[config.mk]
export PLATFORM = sky130hd
export DESIGN_NAME = rre_exec
export DESIGN_NICKNAME = d
export VERILOG_FILES = /design/src/include/rre_pkg.sv /design/src/hdl/rre_ones_adder.sv /design/src/hdl/rre_exec.sv
export SDC_FILE = /design/constraint.sdc
export NUM_CORES = 1
export LEC_CHECK = 0
export ABC_AREA = 1
export BUFFER_PORTS_ARGS = -buffer_cell sky130_fd_sc_hd__buf_2
export CAP_MARGIN = 15
export CELL_PAD_IN_SITES_DETAIL_PLACEMENT = 1
export CELL_PAD_IN_SITES_GLOBAL_PLACEMENT = 2
export CORE_MARGIN = 4
export CORE_UTILIZATION = 24
export DETAILED_ROUTE_END_ITERATION = 8
export PLACE_DENSITY = 0.82
export SYNTH_ARGS = -nofsm -noshare
export SYNTH_HDL_FRONTEND = slang
export SYNTH_SLANG_ARGS = --single-unit
[constraint.sdc]
create_clock -name MCLK_I -period 4.6 [get_ports MCLK_I]
set_clock_uncertainty 0.1 [all_clocks]
set_input_delay 0.69 -clock MCLK_I [delete_from_list [all_inputs] [get_ports MCLK_I]]
set_output_delay 0.69 -clock MCLK_I [all_outputs]
set_load 0.05 [all_outputs]
[src/include/rre_pkg.sv]
// constants and types shared by the register reference execute unit
package rre_pkg;
    // datapath width and constant operands
    localparam int unsigned RRE_W = 16;
    localparam logic [15:0] RRE_ONES = 16'hFFFF;
    localparam logic [15:0] RRE_ONE = 16'h0001;
    localparam int unsigned RRE_SIGN = 15;
    // instruction field positions
    localparam int unsigned FMT_HI = 15;
    localparam int unsigned FMT_LO = 12;
    localparam int unsigned OPC_HI = 11;
    localparam int unsigned OPC_LO = 8;
    localparam int unsigned MOD_HI = 7;
    localparam int unsigned SKC_HI = 7;
    localparam int unsigned SKC_LO = 4;
    localparam int unsigned SKN_HI = 3;
    localparam int unsigned IR_LP = 7;
    localparam int unsigned IR_XR = 6;
    localparam int unsigned IR_OP1 = 5;
    localparam int unsigned IR_OP2_HI = 4;
    localparam int unsigned IR_OP2_LO = 3;
    localparam int unsigned IR_DA = 2;
    localparam int unsigned IR_DQ = 1;
    localparam int unsigned IR_DM = 0;
    // format and register op codes
    localparam logic [3:0] FMT_REGREF = 4'h0;
    localparam logic [3:0] OP_STOP = 4'h0;
    localparam logic [3:0] OP_SKIP = 4'h1;
    localparam logic [3:0] OP_EIN = 4'h4;
    localparam logic [3:0] OP_IIN = 4'h5;
    localparam logic [3:0] OP_SPB = 4'h6;
    localparam logic [3:0] OP_CPB = 4'h7;
    localparam logic [3:0] OP_IREG = 4'h8;
    localparam logic [3:0] OP_INQ = 4'hD;
    localparam logic [3:0] OP_EXI = 4'hE;
    localparam logic [7:0] MOD_ZERO = 8'h00;
    // skip condition codes
    localparam logic [3:0] SK_PAR = 4'hC;
    localparam logic [3:0] SK_OVF = 4'hA;
    localparam logic [3:0] SK_PF = 4'hE;
    // register map, byte addresses
    localparam int unsigned AXI_AW = 4;
    localparam logic [3:0] REG_CTRL = 4'h0;
    localparam logic [3:0] REG_STAT = 4'h4;
    // function control bits
    localparam int unsigned CTL_W = 4;
    localparam int unsigned CTL_PROT = 0;
    localparam int unsigned CTL_STOP = 1;
    localparam int unsigned CTL_SSKIP = 2;
    localparam int unsigned CTL_PFSEL = 3;
    localparam logic [3:0] CTL_RST = 4'h0;
    // status bits
    localparam int unsigned ST_OVF = 0;
    localparam int unsigned ST_PF = 1;
    localparam int unsigned ST_PAR = 2;
    localparam int unsigned ST_INTON = 3;
    localparam int unsigned ST_HALT = 4;
    // bus responses
    localparam logic [1:0] RESP_OKAY = 2'h0;
    localparam logic [1:0] RESP_DECERR = 2'h3;
    // write channel states, one-hot
    typedef enum logic [1:0] {
        WR_IDLE = 2'b01,
        WR_RESP = 2'b10
    } rre_wr_st_type;
endpackage

[src/hdl/rre_ones_adder.sv]
// sixteen bit one's complement adder with end-around carry
`timescale 1ns/1ps
`default_nettype none
module rre_ones_adder
    import rre_pkg::*;
(
    // operands
    input wire logic [15:0] a_i,
    input wire logic [15:0] b_i,
    // result
    output logic [15:0] sum_o,
    output logic ovf_o
);
    logic [16:0] raw; // binary sum with carry out
    logic [16:0] wrapped; // after end-around carry

    // carry out folds back into bit 0, which is what makes it one's complement
    always_comb begin
        raw = {1'b0, a_i} + {1'b0, b_i};
        wrapped = {1'b0, raw[15:0]} + {16'h0000, raw[16]};
        sum_o = wrapped[15:0];
        // like signs in, other sign out: magnitude left the register
        ovf_o = (a_i[RRE_SIGN] == b_i[RRE_SIGN]) && (sum_o[RRE_SIGN] != a_i[RRE_SIGN]);
    end
endmodule // rre_ones_adder
`default_nettype wire

[src/hdl/rre_exec.sv]
// register reference instruction execute unit with its control registers
// How it works
// - increase Q by sign-extended modifier, overflow
// - protect on: unprotected protected-class becomes stop
// - enable activates interrupts; need active and mask
// - inhibit deactivates interrupt recognition
// - set protect bit at address Q
// - clear protect bit at address Q
// - exit selects level, jumps, re-enables interrupts
// - unprotected interregister to M stops, faults
// - operand one: ones or A by bit5
// - operand two: ones, M, Q, Q or M
// - function bits: sum, and, xor
// - both function bits: complement of and
// - skip adds count plus one, else P+1
// - codes 0-7 test A then Q
// - codes 8-F test switch, overflow, parity, fault
// - overflow skip clears overflow
// - parity skip clears parity signal and indicator
// - fault on three protect violations
// - fault skips clear; never set when disabled
// - protect switch is a function control bit
// - zero top nibble, opcode, signed modifier
// - selective stop halts only with stop switch
// - one's complement adds, sticky overflow
`timescale 1ns/1ps
`default_nettype none
module rre_exec
    import rre_pkg::*;
(
    // clock, reset, enable
    input wire logic MCLK_I,
    input wire logic RST_B_I,
    input wire logic CE_I,
    // instruction and operand registers
    input wire logic EXEC_I,
    input wire logic [15:0] INSTR_I,
    input wire logic INSTR_PROT_I,
    input wire logic INT_ENTRY_I,
    input wire logic [15:0] P_I,
    input wire logic [15:0] A_I,
    input wire logic [15:0] Q_I,
    input wire logic [15:0] M_I,
    input wire logic [15:0] RET_ADDR_I,
    // storage and interrupt events
    input wire logic PROT_VIOL_I,
    input wire logic PARITY_ERR_I,
    input wire logic [15:0] IRQ_REQ_I,
    input wire logic [15:0] IRQ_MASK_I,
    // execution results
    output logic DONE_O,
    output logic [15:0] NEXT_P_O,
    output logic [15:0] A_O,
    output logic [15:0] Q_O,
    output logic [15:0] M_O,
    output logic A_WE_O,
    output logic Q_WE_O,
    output logic M_WE_O,
    output logic HALT_O,
    output logic PROT_SET_O,
    output logic PROT_CLR_O,
    output logic [15:0] PROT_ADDR_O,
    output logic EXIT_O,
    output logic [7:0] EXIT_LEVEL_O,
    output logic PARITY_CLR_O,
    output logic PF_IRQ_O,
    output logic INT_TAKE_O,
    // axi4-lite slave
    input wire logic [3:0] S_AXI_AWADDR_I,
    input wire logic S_AXI_AWVALID_I,
    output logic S_AXI_AWREADY_O,
    input wire logic [31:0] S_AXI_WDATA_I,
    input wire logic [3:0] S_AXI_WSTRB_I,
    input wire logic S_AXI_WVALID_I,
    output logic S_AXI_WREADY_O,
    output logic [1:0] S_AXI_BRESP_O,
    output logic S_AXI_BVALID_O,
    input wire logic S_AXI_BREADY_I,
    input wire logic [3:0] S_AXI_ARADDR_I,
    input wire logic S_AXI_ARVALID_I,
    output logic S_AXI_ARREADY_O,
    output logic [31:0] S_AXI_RDATA_O,
    output logic [1:0] S_AXI_RRESP_O,
    output logic S_AXI_RVALID_O,
    input wire logic S_AXI_RREADY_I
);
    ////////////////////////////////////////////////////////////////////////////////
    // decode
    logic [3:0] fmt; // upper nibble, zero for this class
    logic [3:0] opc; // register op code
    logic [7:0] modf; // signed modifier
    logic [15:0] sext; // modifier sign-extended
    logic go; // an instruction executes this cycle
    logic [CTL_W-1:0] ctl_q, ctl_d; // function control bits
    logic ovf_q, ovf_d; // sticky overflow
    logic pf_q, pf_d; // program protect fault
    logic par_q, par_d; // storage parity indicator
    logic inton_q, inton_d; // interrupt system active
    logic halt_q, halt_d; // sticky halted flag
    logic unprot_q, unprot_d; // last instruction was unprotected

    // sign extension of the modifier serves increase-Q; exit takes the raw modifier
    function automatic logic [15:0] sign_ext(input logic [7:0] v);
        sign_ext = {{8{v[MOD_HI]}}, v};
    endfunction

    always_comb begin
        fmt = INSTR_I[FMT_HI:FMT_LO];
        opc = INSTR_I[OPC_HI:OPC_LO];
        modf = INSTR_I[MOD_HI:0];
        sext = sign_ext(modf);
        go = CE_I && EXEC_I && (fmt == FMT_REGREF);
    end

    ////////////////////////////////////////////////////////////////////////////////
    // operand selection and adder
    logic [15:0] op1, op2, add_a, add_b, add_sum, ir_res;
    logic add_ovf;
    logic is_inq, is_ir, is_skip, is_ein, is_iin, is_spb, is_cpb, is_exi, is_stop;
    logic lp, xr;

    always_comb begin
        is_inq = go && (opc == OP_INQ);
        is_ir = go && (opc == OP_IREG);
        is_skip = go && (opc == OP_SKIP);
        is_ein = go && (opc == OP_EIN) && (modf == MOD_ZERO);
        is_iin = go && (opc == OP_IIN) && (modf == MOD_ZERO);
        is_spb = go && (opc == OP_SPB) && (modf == MOD_ZERO);
        is_cpb = go && (opc == OP_CPB) && (modf == MOD_ZERO);
        is_exi = go && (opc == OP_EXI);
        is_stop = go && (opc == OP_STOP) && (modf == MOD_ZERO);
        lp = INSTR_I[IR_LP];
        xr = INSTR_I[IR_XR];
        op1 = INSTR_I[IR_OP1] ? A_I : RRE_ONES;
        case (INSTR_I[IR_OP2_HI:IR_OP2_LO])
            2'b00: op2 = RRE_ONES;
            2'b01: op2 = M_I;
            2'b10: op2 = Q_I;
            default: op2 = Q_I | M_I;
        endcase
        // one adder is shared, the two users never run together
        add_a = is_inq ? Q_I : op1;
        add_b = is_inq ? sext : op2;
        case ({lp, xr})
            2'b00: ir_res = add_sum;
            2'b10: ir_res = op1 & op2;
            2'b01: ir_res = op1 ^ op2;
            default: ir_res = ~(op1 & op2);
        endcase
    end

    rre_ones_adder u_add (
        .a_i(add_a),
        .b_i(add_b),
        .sum_o(add_sum),
        .ovf_o(add_ovf)
    );

    ////////////////////////////////////////////////////////////////////////////////
    // protection and skip conditions
    logic prot_sw, prot_class, illegal, sel_stop, pf_set, skip_cond, skip_ovf;
    logic [3:0] skc;

    always_comb begin
        prot_sw = ctl_q[CTL_PROT];
        skc = INSTR_I[SKC_HI:SKC_LO];
        prot_class = is_ein || is_iin || is_spb || is_cpb || is_exi || (is_ir && INSTR_I[IR_DM]);
        illegal = prot_sw && !INSTR_PROT_I && prot_class;
        sel_stop = is_stop || illegal;
        // violations only count while protection is switched on
        pf_set = prot_sw && (illegal || PROT_VIOL_I
                 || (go && INSTR_PROT_I && unprot_q && !INT_ENTRY_I));
        case (skc)
            4'h0: skip_cond = (A_I == 16'h0000);
            4'h1: skip_cond = (A_I != 16'h0000);
            4'h2: skip_cond = !A_I[RRE_SIGN];
            4'h3: skip_cond = A_I[RRE_SIGN];
            4'h4: skip_cond = (Q_I == 16'h0000);
            4'h5: skip_cond = (Q_I != 16'h0000);
            4'h6: skip_cond = !Q_I[RRE_SIGN];
            4'h7: skip_cond = Q_I[RRE_SIGN];
            4'h8: skip_cond = ctl_q[CTL_SSKIP];
            4'h9: skip_cond = !ctl_q[CTL_SSKIP];
            4'hA: skip_cond = ovf_q;
            4'hB: skip_cond = !ovf_q;
            4'hC: skip_cond = par_q;
            4'hD: skip_cond = !par_q;
            4'hE: skip_cond = pf_q;
            default: skip_cond = !pf_q;
        endcase
        skip_ovf = is_skip && (skc == SK_OVF);
    end

    ////////////////////////////////////////////////////////////////////////////////
    // result next values
    logic done_d, a_we_d, q_we_d, m_we_d, halt_p_d, pset_d, pclr_d, exit_d, parclr_d, pfirq_d, take_d;
    logic [15:0] np_d, a_d, q_d, m_d;

    always_comb begin
        done_d = go;
        np_d = P_I + RRE_ONE;
        a_d = ir_res;
        q_d = ir_res;
        m_d = ir_res;
        a_we_d = 1'b0;
        q_we_d = 1'b0;
        m_we_d = 1'b0;
        pset_d = 1'b0;
        pclr_d = 1'b0;
        exit_d = 1'b0;
        halt_p_d = sel_stop && ctl_q[CTL_STOP];
        parclr_d = is_skip && (skc == SK_PAR);
        pfirq_d = pf_set && ctl_q[CTL_PFSEL];
        take_d = inton_q && ((IRQ_REQ_I & IRQ_MASK_I) != 16'h0000);
        if (!sel_stop) begin
            if (is_inq) begin
                q_d = add_sum;
                q_we_d = 1'b1;
            end
            if (is_ir) begin
                a_we_d = INSTR_I[IR_DA];
                q_we_d = INSTR_I[IR_DQ];
                m_we_d = INSTR_I[IR_DM];
            end
            pset_d = is_spb;
            pclr_d = is_cpb;
            if (is_exi) begin
                exit_d = 1'b1;
                np_d = RET_ADDR_I;
            end
            if (is_skip && skip_cond) begin
                np_d = P_I + {12'h000, INSTR_I[SKN_HI:0]} + RRE_ONE;
            end
        end
    end

    // results register on every enabled clock; DONE_O flags an accepted instruction
    always_ff @(posedge MCLK_I) begin
        if (!RST_B_I) begin
            DONE_O <= 1'b0;
            NEXT_P_O <= 16'h0000;
            A_O <= 16'h0000;
            Q_O <= 16'h0000;
            M_O <= 16'h0000;
            A_WE_O <= 1'b0;
            Q_WE_O <= 1'b0;
            M_WE_O <= 1'b0;
            HALT_O <= 1'b0;
            PROT_SET_O <= 1'b0;
            PROT_CLR_O <= 1'b0;
            PROT_ADDR_O <= 16'h0000;
            EXIT_O <= 1'b0;
            EXIT_LEVEL_O <= 8'h00;
            PARITY_CLR_O <= 1'b0;
            PF_IRQ_O <= 1'b0;
            INT_TAKE_O <= 1'b0;
        end else if (CE_I) begin
            DONE_O <= done_d;
            NEXT_P_O <= np_d;
            A_O <= a_d;
            Q_O <= q_d;
            M_O <= m_d;
            A_WE_O <= a_we_d;
            Q_WE_O <= q_we_d;
            M_WE_O <= m_we_d;
            HALT_O <= halt_p_d;
            PROT_SET_O <= pset_d;
            PROT_CLR_O <= pclr_d;
            PROT_ADDR_O <= Q_I;
            EXIT_O <= exit_d;
            EXIT_LEVEL_O <= modf;
            PARITY_CLR_O <= parclr_d;
            PF_IRQ_O <= pfirq_d;
            INT_TAKE_O <= take_d;
        end
    end

    ////////////////////////////////////////////////////////////////////////////////
    // sticky state; a set arriving with its clear wins
    logic halt_w1c; // software clears the halted flag

    always_comb begin
        ovf_d = ovf_q;
        if (skip_ovf) begin
            ovf_d = 1'b0;
        end
        if ((is_inq || (is_ir && !sel_stop && !lp && !xr)) && add_ovf) begin
            ovf_d = 1'b1;
        end
        pf_d = pf_q;
        if (is_skip && (skc[3:1] == SK_PF[3:1])) begin
            pf_d = 1'b0;
        end
        if (pf_set) begin
            pf_d = 1'b1;
        end
        par_d = parclr_d ? 1'b0 : par_q;
        if (PARITY_ERR_I) begin
            par_d = 1'b1;
        end
        inton_d = inton_q;
        if (!sel_stop && (is_ein || is_exi)) begin
            inton_d = 1'b1;
        end
        if (!sel_stop && is_iin) begin
            inton_d = 1'b0;
        end
        halt_d = halt_w1c ? 1'b0 : halt_q;
        if (halt_p_d) begin
            halt_d = 1'b1;
        end
        unprot_d = go ? !INSTR_PROT_I : unprot_q;
    end

    always_ff @(posedge MCLK_I) begin
        if (!RST_B_I) begin
            ovf_q <= 1'b0;
            pf_q <= 1'b0;
            par_q <= 1'b0;
            inton_q <= 1'b0;
            halt_q <= 1'b0;
            unprot_q <= 1'b0;
        end else if (CE_I) begin
            ovf_q <= ovf_d;
            pf_q <= pf_d;
            par_q <= par_d;
            inton_q <= inton_d;
            halt_q <= halt_d;
            unprot_q <= unprot_d;
        end
    end

    ////////////////////////////////////////////////////////////////////////////////
    // axi4-lite slave; address and data are latched in either order
    rre_wr_st_type wst_q, wst_d;
    logic aw_got_q, aw_got_d, w_got_q, w_got_d, rv_q, rv_d;
    logic [3:0] awa_q, awa_d;
    logic [31:0] wd_q, wd_d, rd_q, rd_d;
    logic [3:0] ws_q, ws_d;
    logic [1:0] br_q, br_d, rr_q, rr_d;
    logic do_wr;

    always_comb begin
        wst_d = wst_q;
        aw_got_d = aw_got_q;
        w_got_d = w_got_q;
        awa_d = awa_q;
        wd_d = wd_q;
        ws_d = ws_q;
        br_d = br_q;
        ctl_d = ctl_q;
        halt_w1c = 1'b0;
        do_wr = 1'b0;
        S_AXI_AWREADY_O = (wst_q == WR_IDLE) && !aw_got_q;
        S_AXI_WREADY_O = (wst_q == WR_IDLE) && !w_got_q;
        case (wst_q)
            WR_IDLE: begin
                if (S_AXI_AWVALID_I && S_AXI_AWREADY_O) begin
                    aw_got_d = 1'b1;
                    awa_d = S_AXI_AWADDR_I;
                end
                if (S_AXI_WVALID_I && S_AXI_WREADY_O) begin
                    w_got_d = 1'b1;
                    wd_d = S_AXI_WDATA_I;
                    ws_d = S_AXI_WSTRB_I;
                end
                do_wr = aw_got_q && w_got_q;
                if (do_wr) begin
                    aw_got_d = 1'b0;
                    w_got_d = 1'b0;
                    wst_d = WR_RESP;
                    br_d = RESP_OKAY;
                    if (awa_q == REG_CTRL) begin
                        if (ws_q[0]) begin
                            ctl_d = wd_q[CTL_W-1:0];
                        end
                    end else if (awa_q == REG_STAT) begin
                        halt_w1c = ws_q[0] && wd_q[ST_HALT];
                    end else begin
                        br_d = RESP_DECERR;
                    end
                end
            end
            WR_RESP: begin
                if (S_AXI_BREADY_I) begin
                    wst_d = WR_IDLE;
                end
            end
            default: wst_d = WR_IDLE;
        endcase
        // read side: one outstanding read, answered the cycle after acceptance
        rv_d = rv_q;
        rd_d = rd_q;
        rr_d = rr_q;
        S_AXI_ARREADY_O = !rv_q;
        if (rv_q && S_AXI_RREADY_I) begin
            rv_d = 1'b0;
        end
        if (S_AXI_ARVALID_I && !rv_q) begin
            rv_d = 1'b1;
            rr_d = RESP_OKAY;
            rd_d = 32'h00000000;
            if (S_AXI_ARADDR_I == REG_CTRL) begin
                rd_d[CTL_W-1:0] = ctl_q;
            end else if (S_AXI_ARADDR_I == REG_STAT) begin
                rd_d[ST_OVF] = ovf_q;
                rd_d[ST_PF] = pf_q;
                rd_d[ST_PAR] = par_q;
                rd_d[ST_INTON] = inton_q;
                rd_d[ST_HALT] = halt_q;
            end else begin
                rr_d = RESP_DECERR;
            end
        end
        S_AXI_BVALID_O = (wst_q == WR_RESP);
        S_AXI_BRESP_O = br_q;
        S_AXI_RVALID_O = rv_q;
        S_AXI_RDATA_O = rd_q;
        S_AXI_RRESP_O = rr_q;
    end

    always_ff @(posedge MCLK_I) begin
        if (!RST_B_I) begin
            wst_q <= WR_IDLE;
            aw_got_q <= 1'b0;
            w_got_q <= 1'b0;
            awa_q <= 4'h0;
            wd_q <= 32'h00000000;
            ws_q <= 4'h0;
            br_q <= RESP_OKAY;
            ctl_q <= CTL_RST;
            rv_q <= 1'b0;
            rd_q <= 32'h00000000;
            rr_q <= RESP_OKAY;
        end else if (CE_I) begin
            wst_q <= wst_d;
            aw_got_q <= aw_got_d;
            w_got_q <= w_got_d;
            awa_q <= awa_d;
            wd_q <= wd_d;
            ws_q <= ws_d;
            br_q <= br_d;
            ctl_q <= ctl_d;
            rv_q <= rv_d;
            rd_q <= rd_d;
            rr_q <= rr_d;
        end
    end
endmodule // rre_exec
`default_nettype wire

Word level (Yosys, flattened, before mapping)
Index checks and enable logic that the tools add are counted.
Word-level totals
  register bits: 117
  bits of input ports: 185
  word-level logic and storage cells: 235
Cells by class
  $add $sub $neg: 5
  eq/ne operators: 35
  muxes and demuxes: 52
  bitwise logic cells: 5
  reduce and logical (&&, ||, !) cells: 105
Operators with widths (count)
  two-way mux 16 bit: 8
  case mux 16 bit (3 select lines): 2
  nonzero test 16 bit: 3
  logical AND 1 bit: 45
  equality test 4 x 3 -> 1 bit (second input constant): 10
  equality test 4 bit (second input constant): 10
  adder 16 x 1 -> 16 bit (second input constant): 2
  bitwise AND 16 bit: 2
  logical NOT 16 bit: 2
  two-way mux 1 bit: 32
  logical NOT 4 bit: 5
  AND reduction 3 bit: 6
  adder 16 x 16 -> 17 bit: 1
  adder 16 x 1 -> 16 bit: 1
  adder 16 x 4 -> 16 bit: 1
  inverter 16 bit: 1
  OR 16 bit: 1
  AND reduction 2 bit: 8
  nonzero test 2 bit: 8
  XOR 16 bit: 1
  case mux 1 bit (15 select lines): 1
  logical NOT 1 bit: 14
  two-way mux 2 bit: 6
  logical OR 1 bit: 10
  14 further kinds: 22

Depth between registers and ports, before layout
Gate-level depths: netlist of run 1.
  word-level depth: 19
  gate-level depth with buffers: 34
  gate-level depth less buffers: 32

Modules after synthesis
A second synthesis of run 1 with hierarchy kept.
Unflattened totals
  cell total of the unflattened synthesis: 1449
  area total of the unflattened synthesis: 9372.7 µm²
Modules (own cells, without submodules)
  rre_exec: times used 1, cells an instance 1184, area each 7920.1 µm², sequential area each 2302.2 µm²
  rre_ones_adder: times used 1, cells an instance 265, area each 1452.6 µm², sequential area each 0.0 µm²

Worst setup path before layout of run 1
No wires, ideal clock.
  path type: input port to flip-flop
  start: input CE_I
  end: register Q_O[10]
  library setup time: 0.135 ns
  arrival: 4.500 ns
  data required time: 4.365 ns
  slack: -0.135 ns
  stages: 33
  buffers on the path: 3
  cells stage by stage: buf_4 -> nand2_4 -> nor2_8 -> inv_2 -> nor3_4 -> inv_2 -> clkbuf_1 -> clkbuf_1 -> nand2_1 -> o21ai_1 -> ha_1 -> fa_1 -> nand2_1 -> nand2_1 -> nand3_1 -> nand2_1 -> nand2_1 -> nand2_1 -> a21oi_1 -> o21bai_1 -> ha_1 -> ha_1 -> inv_1 -> nor2_1 -> nand3_1 -> nor2_2 -> nand2_2 -> nor2_4 -> xor2_1 -> nand2_1 -> nand3_2 -> o21ai_2 -> a21oi_2
Between the ends
  cells in the longest elaborated chain, start to end: 12
Ends and longest elaborated chain
  from (decl): line rre_exec.sv:34  | input wire logic CE_I,
  parallel branches: the longest is 12 deep, another holds adder 16 x 16 -> 17 bit
  to (signal assigned): line rre_exec.sv:261  | Q_O <= q_d;
  to (decl): line rre_exec.sv:54  | output logic [15:0] Q_O,
Parallel ways; which one is timed is not known.
A chain may end at the register's enable or synchronous reset.

Worst setup path in the final report of run 1
  start: input INSTR_I[13]
  end: register Q_O[12]
Between the ends
  cells in the longest elaborated chain, start to end: 12
Ends and longest elaborated chain
  from (decl): line rre_exec.sv:37  | input wire logic [15:0] INSTR_I,
  logical NOT 4 bit *: line rre_exec.sv:112  | go = CE_I && EXEC_I && (fmt == FMT_REGREF);
  logical AND 1 bit *: line rre_exec.sv:112
  parallel branches: the longest is 9 deep, another holds adder 16 x 16 -> 17 bit
  two-way mux 16 bit *: line rre_exec.sv:215  | if (!sel_stop) begin
Mark *: on every way between the ends.

==> summary.md, run 1 <==
Each instance of the synthesized netlist takes up on average 6.54 sq um. For the leakage power total, the log shows 6.17 nW. The type of element capturing the critical path is a register. The die covers 41600 sq um. The run gives 4 as the depth of the CTS H-tree.

The die is 204 um tall. The initial antenna violation count is 5. The maximum net fanout on the critical path came out at 6. For this design, the sink count on the clock tree is 115.

The first global-routing pass estimated 59100 um of wire. The top cell family by delay on the critical path was simple AND/OR/NAND/NOR gates. The post-route clock period utilization was 95.5%. Input and output buffers added on the ports amount to 267. The logs give 1411 for the gate count after technology mapping and 2300 sq um for the area used by sequential logic in the layout. The area growth from synthesis to layout is 34.1%.

Entering global routing, the biggest net connects 89 pins. Summing all placed instances gives a cell area of 11300 sq um. Leftover overflow at the end of global routing: 0. The total via count in the routed design came out at 10500. The tools report the yosys synthesis warning count as 0. The wire-length estimate of the detail-placed layout is 30700 um.

Once the floorplan was initialized, standard cells occupied 24.4% of the core. In the synthesized netlist the async set-or-reset flop fraction comes to 0%. The sum of buffers and inverters on the critical path was 7; the routed length per placed instance was 17.4 um.

For the worst setup path, the data arrival time is 4.66 ns. Fraction of layout cells with a size suffix above 1: 30.6%. Clock-pin slew was measured on the worst setup and hold paths at 0.06 ns. In this run the core area contains 71 standard-cell rows. The number of detailed-routing iterations run before antenna repair is 5. The tools report the type of element launching the critical path as an input port. The run gives 36.4% as the worst relative slew slack. Of all cell types, the one taking the most synthesized area is sky130_fd_sc_hd__dfxtp_1. The clock passes through at most 2 buffers.

Clock tree synthesis inserted a total of 17 buffers. In this run the worst hold path is classified as reg2reg. Across the VDD grid, the largest voltage drop is 0.269 mV. After layout, the minimum clock period comes to 4.39 ns. For the final-report setup violation count, the log shows 0.

Final hold violation count: 0. The slew at the pin closest to its max-slew limit works out to 0.954 ns. The core box area is 37800 sq um. TritonCTS built the clock tree.

The number of DRC markers in iteration 0 came out at 407. The combined area of the multi-input logic cells was 5870 sq um; the total standard cell area after synthesis was 9230 sq um. Max-cap violations in this run came to 0. Yosys mapped the design onto 61 distinct sky130hd cell types.

Yosys instantiated no cell more often than sky130_fd_sc_hd__nand2_1. Counting the fill cells in the layout gives 4893. Sorting the synthesized cells by area gives the leading types as sky130_fd_sc_hd__dfxtp_1 (25%), sky130_fd_sc_hd__nand2_1 (13%), sky130_fd_sc_hd__inv_1 (7.1%). Yosys mapped a number of flops with a built-in enable equal to 0. Setup repair after global routing could not meet its margin everywhere. In the final timing run, aggregate negative setup slack is 0 ns. The finished cells cover 12400 sq um. The proportion of netlist area held by the largest area contributor is 24.9%, and the post-detailed-route count of antenna-violating nets is 0. The routed design has 39100 um of wire. The per-cell via count in the routed design works out to 4.70. Power spread over the standard cell area amounts to 325 nW/um^2. For the clock network latency to the later pin of the worst-skew pair, the log shows 0.44 ns. The worst setup path is of the in2reg kind. For this run, the slowest stage of the critical path takes 0.30 ns. The run gives 18.1% as the total routing resource utilization after global routing.

On the critical path, the stage with the largest delay is an instance of sky130_fd_sc_hd__ha_1. The run finished with clean final reports. Max-slew violation count: 0. The run gives 228 MHz as the highest attainable clock frequency.

The number of nets in the final layout is 1942, and the flip-flop and latch count after synthesis is 115. After clock tree synthesis, the flow added hold-fix buffers numbering 0. The most frequent cell on the critical path was sky130_fd_sc_hd__nand2_2. After detailed routing, the number of remaining DRC violations is 0.

The run gives 10900 as the number of global-route vias before repair. 325 I/O pins were placed. Routability-driven placement finished with a final weighted congestion of 0.896. Sorting the synthesized cells by how often they occur yields sky130_fd_sc_hd__nand2_1 (323), sky130_fd_sc_hd__inv_1 (174), sky130_fd_sc_hd__nor2_1 (123), sky130_fd_sc_hd__dfxtp_1 (115), sky130_fd_sc_hd__a21oi_1 (95). The tree is rooted in a sky130_fd_sc_hd__clkbuf_16. The die is 204 um wide. The logs give 24.9% for the proportion of synthesized chip area in sequential cells and 4.87 ns for the required time of the critical path. The most used flip-flop cell after synthesis is sky130_fd_sc_hd__dfxtp_1.
==> cell families after synthesis <==
kind of cell / after synthesis / synth area share [%]
compound gates: 298 / 20.3
xor+xnor: 34 / 3.23
fa+ha+maj: 41 / 5.72
buf+inv: 288 / 14.3
flops: 115 / 24.9
other cells: 1 / 0.0406
simple gates: 634 / 31.4
==> final timing paths <==
check	start	to	slack (ns)	depth (start not counted)
max	INSTR_I[13]	Q_O[12]$_SDFFE_PN0P_	0.21	34
min	Q_O[3]$_SDFFE_PN0P_	Q_O[3]$_SDFFE_PN0P_	0.36	2
max reg2reg	ovf_q$_SDFFE_PN0P_	NEXT_P_O[6]$_SDFFE_PN0P_	2.22	11
min reg2reg	Q_O[3]$_SDFFE_PN0P_	Q_O[3]$_SDFFE_PN0P_	0.36	2
==> state kept, by name, indices dropped and copies added, names as in the netlist, 2 cells and up <==
signal         cells
S_AXI_RDATA_O      5
ctl_q              4
PROT_ADDR_O       16
EXIT_LEVEL_O       8
M_O               16
wst_q              2
NEXT_P_O          16
awa_q              4
Q_O               16
wd_q               5
==> metal layers <==
metal	share of wire, %	global-route usage, %	vias up	wire length [um]
li1	-	-	5195	-
met1	41	21.2	5023	16200
met2	50	32.9	257	19700
met3	5.1	3.65	61	2000
met4	2.9	6.25	6	1120
met5	0.12	0	-	47
==> cell type report <==
class / count / share of cell area (%)
Multi-Input combinational cell: 1034 / 47.5
Sequential cell: 115 / 18.6
Timing Repair Buffer: 361 / 17.6
Inverter: 186 / 5.72
Tap cell: 511 / 5.17
Clock buffer: 20 / 3.69
Clock inverter: 12 / 1.65
Timing Repair inverter: 1 / 0.0506
Antenna cell: 2 / 0.0405
==> cell usage in the layout, fill, tap and decap left out, drive strengths merged, types with 6 or more instances in the layout <==
| cell type | instances |
|---|---|
| ha | 39 |
| conb | 27 |
| xor2 | 28 |
| a22o | 6 |
| nor3 | 19 |
| a21oi | 110 |
| nand4 | 31 |
| xnor2 | 6 |
| inv | 185 |
| o211ai | 35 |
| clkbuf | 23 |
| nor4 | 7 |
| nand3 | 84 |
| clkinvlp | 6 |
| or2 | 11 |
| nor2 | 134 |
| buf | 358 |
| a22oi | 14 |
| nand2 | 341 |
| dfxtp | 115 |
| o21ai | 108 |
==> metrics by stage <==
| stage | std cells | util [%] | hold WS [ns] | total power, mW | worst slack (ns) |
|---|---|---|---|---|---|
| 2_1_floorplan | 1437 | - | 0.339 | 2.06 | 0.0190 |
| 3_3_place_gp | 2193 | 30.0 | 0.347 | 2.45 | -0.206 |
| 3_5_place_dp | 2193 | 30.0 | 0.354 | 2.48 | -0.402 |
| 4_1_cts | 2225 | 31.8 | 0.364 | 4.02 | 0.0335 |
| 5_1_grt | 2241 | 32.8 | 0.379 | 4.25 | -0.0973 |
| 6_report | 2242 | 32.8 | 0.363 | 4.02 | 0.207 |
==> repair_timing <==
item / in CTS / in global routing
setup endpoints to repair: 0 / 30
gates resized for setup: 0 / 57
setup buffers: 0 / 10
==> worst min-delay path, cell delays in order, from the launching register on <==
cell,delay (ns)
sky130_fd_sc_hd__dfxtp_1,0.30
sky130_fd_sc_hd__nand2_1,0.06
sky130_fd_sc_hd__a21oi_1,0.06
==> report_power, final <==
part	switching [mW]	internal, mW	leakage (nW)	total (mW)
Combinational	0.945	0.437	4.93	1.38
Clock	0.530	0.989	0.301	1.52
Sequential	0.0499	1.07	0.946	1.12
Total	1.53	2.50	6.17	4.02
(Power assumes the default switching activity.)
==> run 2, diff against run 1 <==
--- a/config.mk
+++ b/config.mk
@@ -10,10 +10,11 @@
 export CAP_MARGIN = 15
 export CELL_PAD_IN_SITES_DETAIL_PLACEMENT = 1
 export CELL_PAD_IN_SITES_GLOBAL_PLACEMENT = 2
+export CORE_ASPECT_RATIO = 1.4
 export CORE_MARGIN = 4
-export CORE_UTILIZATION = 24
+export CORE_UTILIZATION = 26
 export DETAILED_ROUTE_END_ITERATION = 8
-export PLACE_DENSITY = 0.82
+export PLACE_DENSITY = 0.85
 export SYNTH_ARGS = -nofsm -noshare
 export SYNTH_HDL_FRONTEND = slang
 export SYNTH_SLANG_ARGS = --single-unit
==> constraint.sdc (replaced) <==
create_clock -name MCLK_I -period 4.85 [get_ports MCLK_I]
set_clock_uncertainty 0.1 [all_clocks]
set_input_delay 0.7275 -clock MCLK_I [delete_from_list [all_inputs] [get_ports MCLK_I]]
set_output_delay 0.7275 -clock MCLK_I [all_outputs]
set_load 0.05 [all_outputs]
==> run 2 against run 1 <==
  * Count of clock-buffer cells in the layout shrank 1
  * Largest power group is now combinational cells
  * Cell area shrank 3.5%
  * First-iteration DRC count decreased by 6.9%
  * Clock power is 17% lower
  * Hold slack improved by 0.0011 ns
  * Highest routed layer unchanged
==> summary.md, run 2 (synthesized netlist as in run 1, its figures left out) <==
The flow ran to the end, and the final reports show no timing, DRC or antenna violations. The number of maximum-capacitance constraint violations is 0, and the die height is 231 um. Entering global routing, the biggest net connects 78 pins. Number of buffers inserted to repair setup after CTS: 0. The clock drives 115 sinks. Type of element capturing the critical path: a register. The logs give 0 for the post-detailed-route count of antenna-violating nets and 45.9% for the worst relative slew slack. During I/O placement, the number of pins put on the boundary was 325. The per-cell via count in the routed design was 4.80; the post-route minimum period was 4.45 ns. The initialized floorplan defines 81 standard-cell rows.

Setup repair after global routing left no endpoint under its margin. At the end of routability-driven placement, the weighted congestion stood at 0.931. The top cell types in the final layout, fill and taps aside, are sky130_fd_sc_hd__nand2_1 (323), sky130_fd_sc_hd__buf_2 (267), sky130_fd_sc_hd__inv_1 (174), sky130_fd_sc_hd__nor2_1 (122), sky130_fd_sc_hd__dfxtp_1 (115). First-pass GRT wire length: 61400 um. Slowest library cell on the worst path: sky130_fd_sc_hd__buf_4.

The maximum vdd drop is 0.232 mV. The total routing resource utilization after global routing came out at 20.4%. For the data arrival time of the worst path, the log shows 4.68 ns. Clock-pin slew was measured on the worst setup and hold paths at 0.05 ns.

For this block, the routed nets add up to 40200 um of wire. Buffers inserted during clock tree synthesis total 17. The tree is rooted in a sky130_fd_sc_hd__clkbuf_16. The fraction of layout cells with a size suffix above 1 is 28.6%, and the power density relative to cell area is 303 nW/um^2.

The region available for standard cell placement spans 35000 sq um. The leftover overflow at the end of global routing is 0. The tightest hold path in the finished design has a slack of 0.364 ns. The switching fraction of total power works out to 39.7%. From synthesis to final layout, the design area changed by 29.4%.

The overall power consumption was 3.62 mW. Buffers inserted to repair hold after CTS numbered 0. The post-route clock period utilization is 91.8%, and the number of detailed-routing iterations run before antenna repair is 4.

The max-slew violation count came out at 0. Share of power burned in the clock network: 34.7%. After the first detailed-routing iteration, the DRC count stood at 379. Cell internal power was estimated by the tool at 2.19 mW. The initial antenna violation count was 6. Across all layers, the routed design uses 10500 vias.

The worst hold-check path type was reg2reg. The highest cell delay on the worst timing path came out at 0.36 ns. The path type of the worst setup path is in2reg.

The final layout contains 1939 nets. Port buffer count: 267. The tools report the starting density of the core as 26.4%. For the number of global-route vias before repair, the log shows 11100. In this run the horizontal extent of the chip is 167 um. For this run, design rule violations remaining after detail routing come to 0. Number of resized instances in the post-cts repair step: 0. Along the worst path, the maximum fanout reaches 26.

The most frequent standard cell in the layout excluding fill and tap cells is sky130_fd_sc_hd__nand2_1. The floorplan step defined a die boundary enclosing 38600 sq um. STA classifies the critical path startpoint as an input port.

The clock network latency to the later pin of the worst-skew pair is 0.44 ns. The cell that appears most often on the critical path is sky130_fd_sc_hd__nand2_1. The slew at the pin closest to its max-slew limit is 0.805 ns, and the sequential fraction of design power is 29.2%. The H-tree was split into 4 levels. Setup violations remaining at the end of the flow were counted as 0. In this run the static leakage power is 6.05 nW. The logs give 36.0% for the share of total power in combinational logic and 2 for the number of buffers between clock root and the deepest sink.

The required time of the critical path is 5.08 ns. TritonCTS built the clock tree. Based on the critical path, the design can be clocked at up to 225 MHz. The logs give 1.44 mW for the power dissipated by switching net loads and 0 for the final hold violation count. The routed length per placed instance is 18.4 um, and the end-of-flow core utilization is 34.1%. The HPWL after detailed placement was 32900 um.
==> run 2: changes by cell type in the layout (fill, tap and decap cells not counted), moves of 4 or more <==
cell / change
sky130_fd_sc_hd__nand2_2: -13
sky130_fd_sc_hd__buf_4: +5
sky130_fd_sc_hd__nor2_1: +4
sky130_fd_sc_hd__nand2_1: +14
sky130_fd_sc_hd__buf_12: -4
sky130_fd_sc_hd__o21ai_0: +6
==> run 2: layout make-up <==
class,count,area [sq um]
multi-input cells,1034,5730
diodes,5,12.5
well taps,456,571
clock inverters,12,134
inverters,186,701
fillers,4581,23000
repair buffers,359,2050
flip-flops and latches,115,2300
clock buffers,19,443
==> run 2: path summary, 6_finish.rpt <==
check	start	slack, ns	end	cells past startpoint
setup reg to reg	ovf_q$_SDFFE_PN0P_	2.50	NEXT_P_O[6]$_SDFFE_PN0P_	11
hold / removal	Q_O[12]$_SDFFE_PN0P_	0.36	Q_O[12]$_SDFFE_PN0P_	2
setup / recovery	INSTR_I[13]	0.40	M_O[8]$_SDFFE_PN0P_	31
hold reg to reg	Q_O[12]$_SDFFE_PN0P_	0.36	Q_O[12]$_SDFFE_PN0P_	2
==> run 2: critical path: cells and delay by family <==
family / cells / cell delay, ns
adders and majority gates: 3 / 0.67
buffers and inverters: 7 / 0.86
AOI/OAI and AO/OA: 4 / 0.66
and+or+nand+nor: 16 / 1.66
xor gates and xnor gates: 1 / 0.10
==> run 2: per-layer routing <==
metal / track usage [%] / vias up / part of all wire, %
li1: - / 5177 / -
met1: 20.3 / 4978 / 36
met2: 40.1 / 262 / 56
met3: 3.60 / 71 / 4.3
met4: 10.0 / 4 / 4.4
met5: 0 / - / 0.065
==> run 2: power groups by stage <==
stage | clock (mW) | combinational (mW) | sequential, mW
floorplan | 0 | 0.715 | 1.24
global placement | 0 | 1.29 | 1.08
detailed placement | 0 | 1.31 | 1.08
CTS | 1.29 | 1.32 | 1.06
global route | 1.34 | 1.43 | 1.07
finish | 1.26 | 1.30 | 1.06
==> run 2: per-stage QoR <==
step                      worst slack [ns]  cells  setup TNS (ns)  cell area (sq um)
after CTS                            0.326   2181               0              11900
after floorplan                     0.0778   1437               0               9330
after global placement             -0.0613   2150          -0.133              11300
after global routing                0.0184   2185               0              11900
after detailed placement            -0.130   2150          -0.675              11300
final                                0.400   2186               0              11900
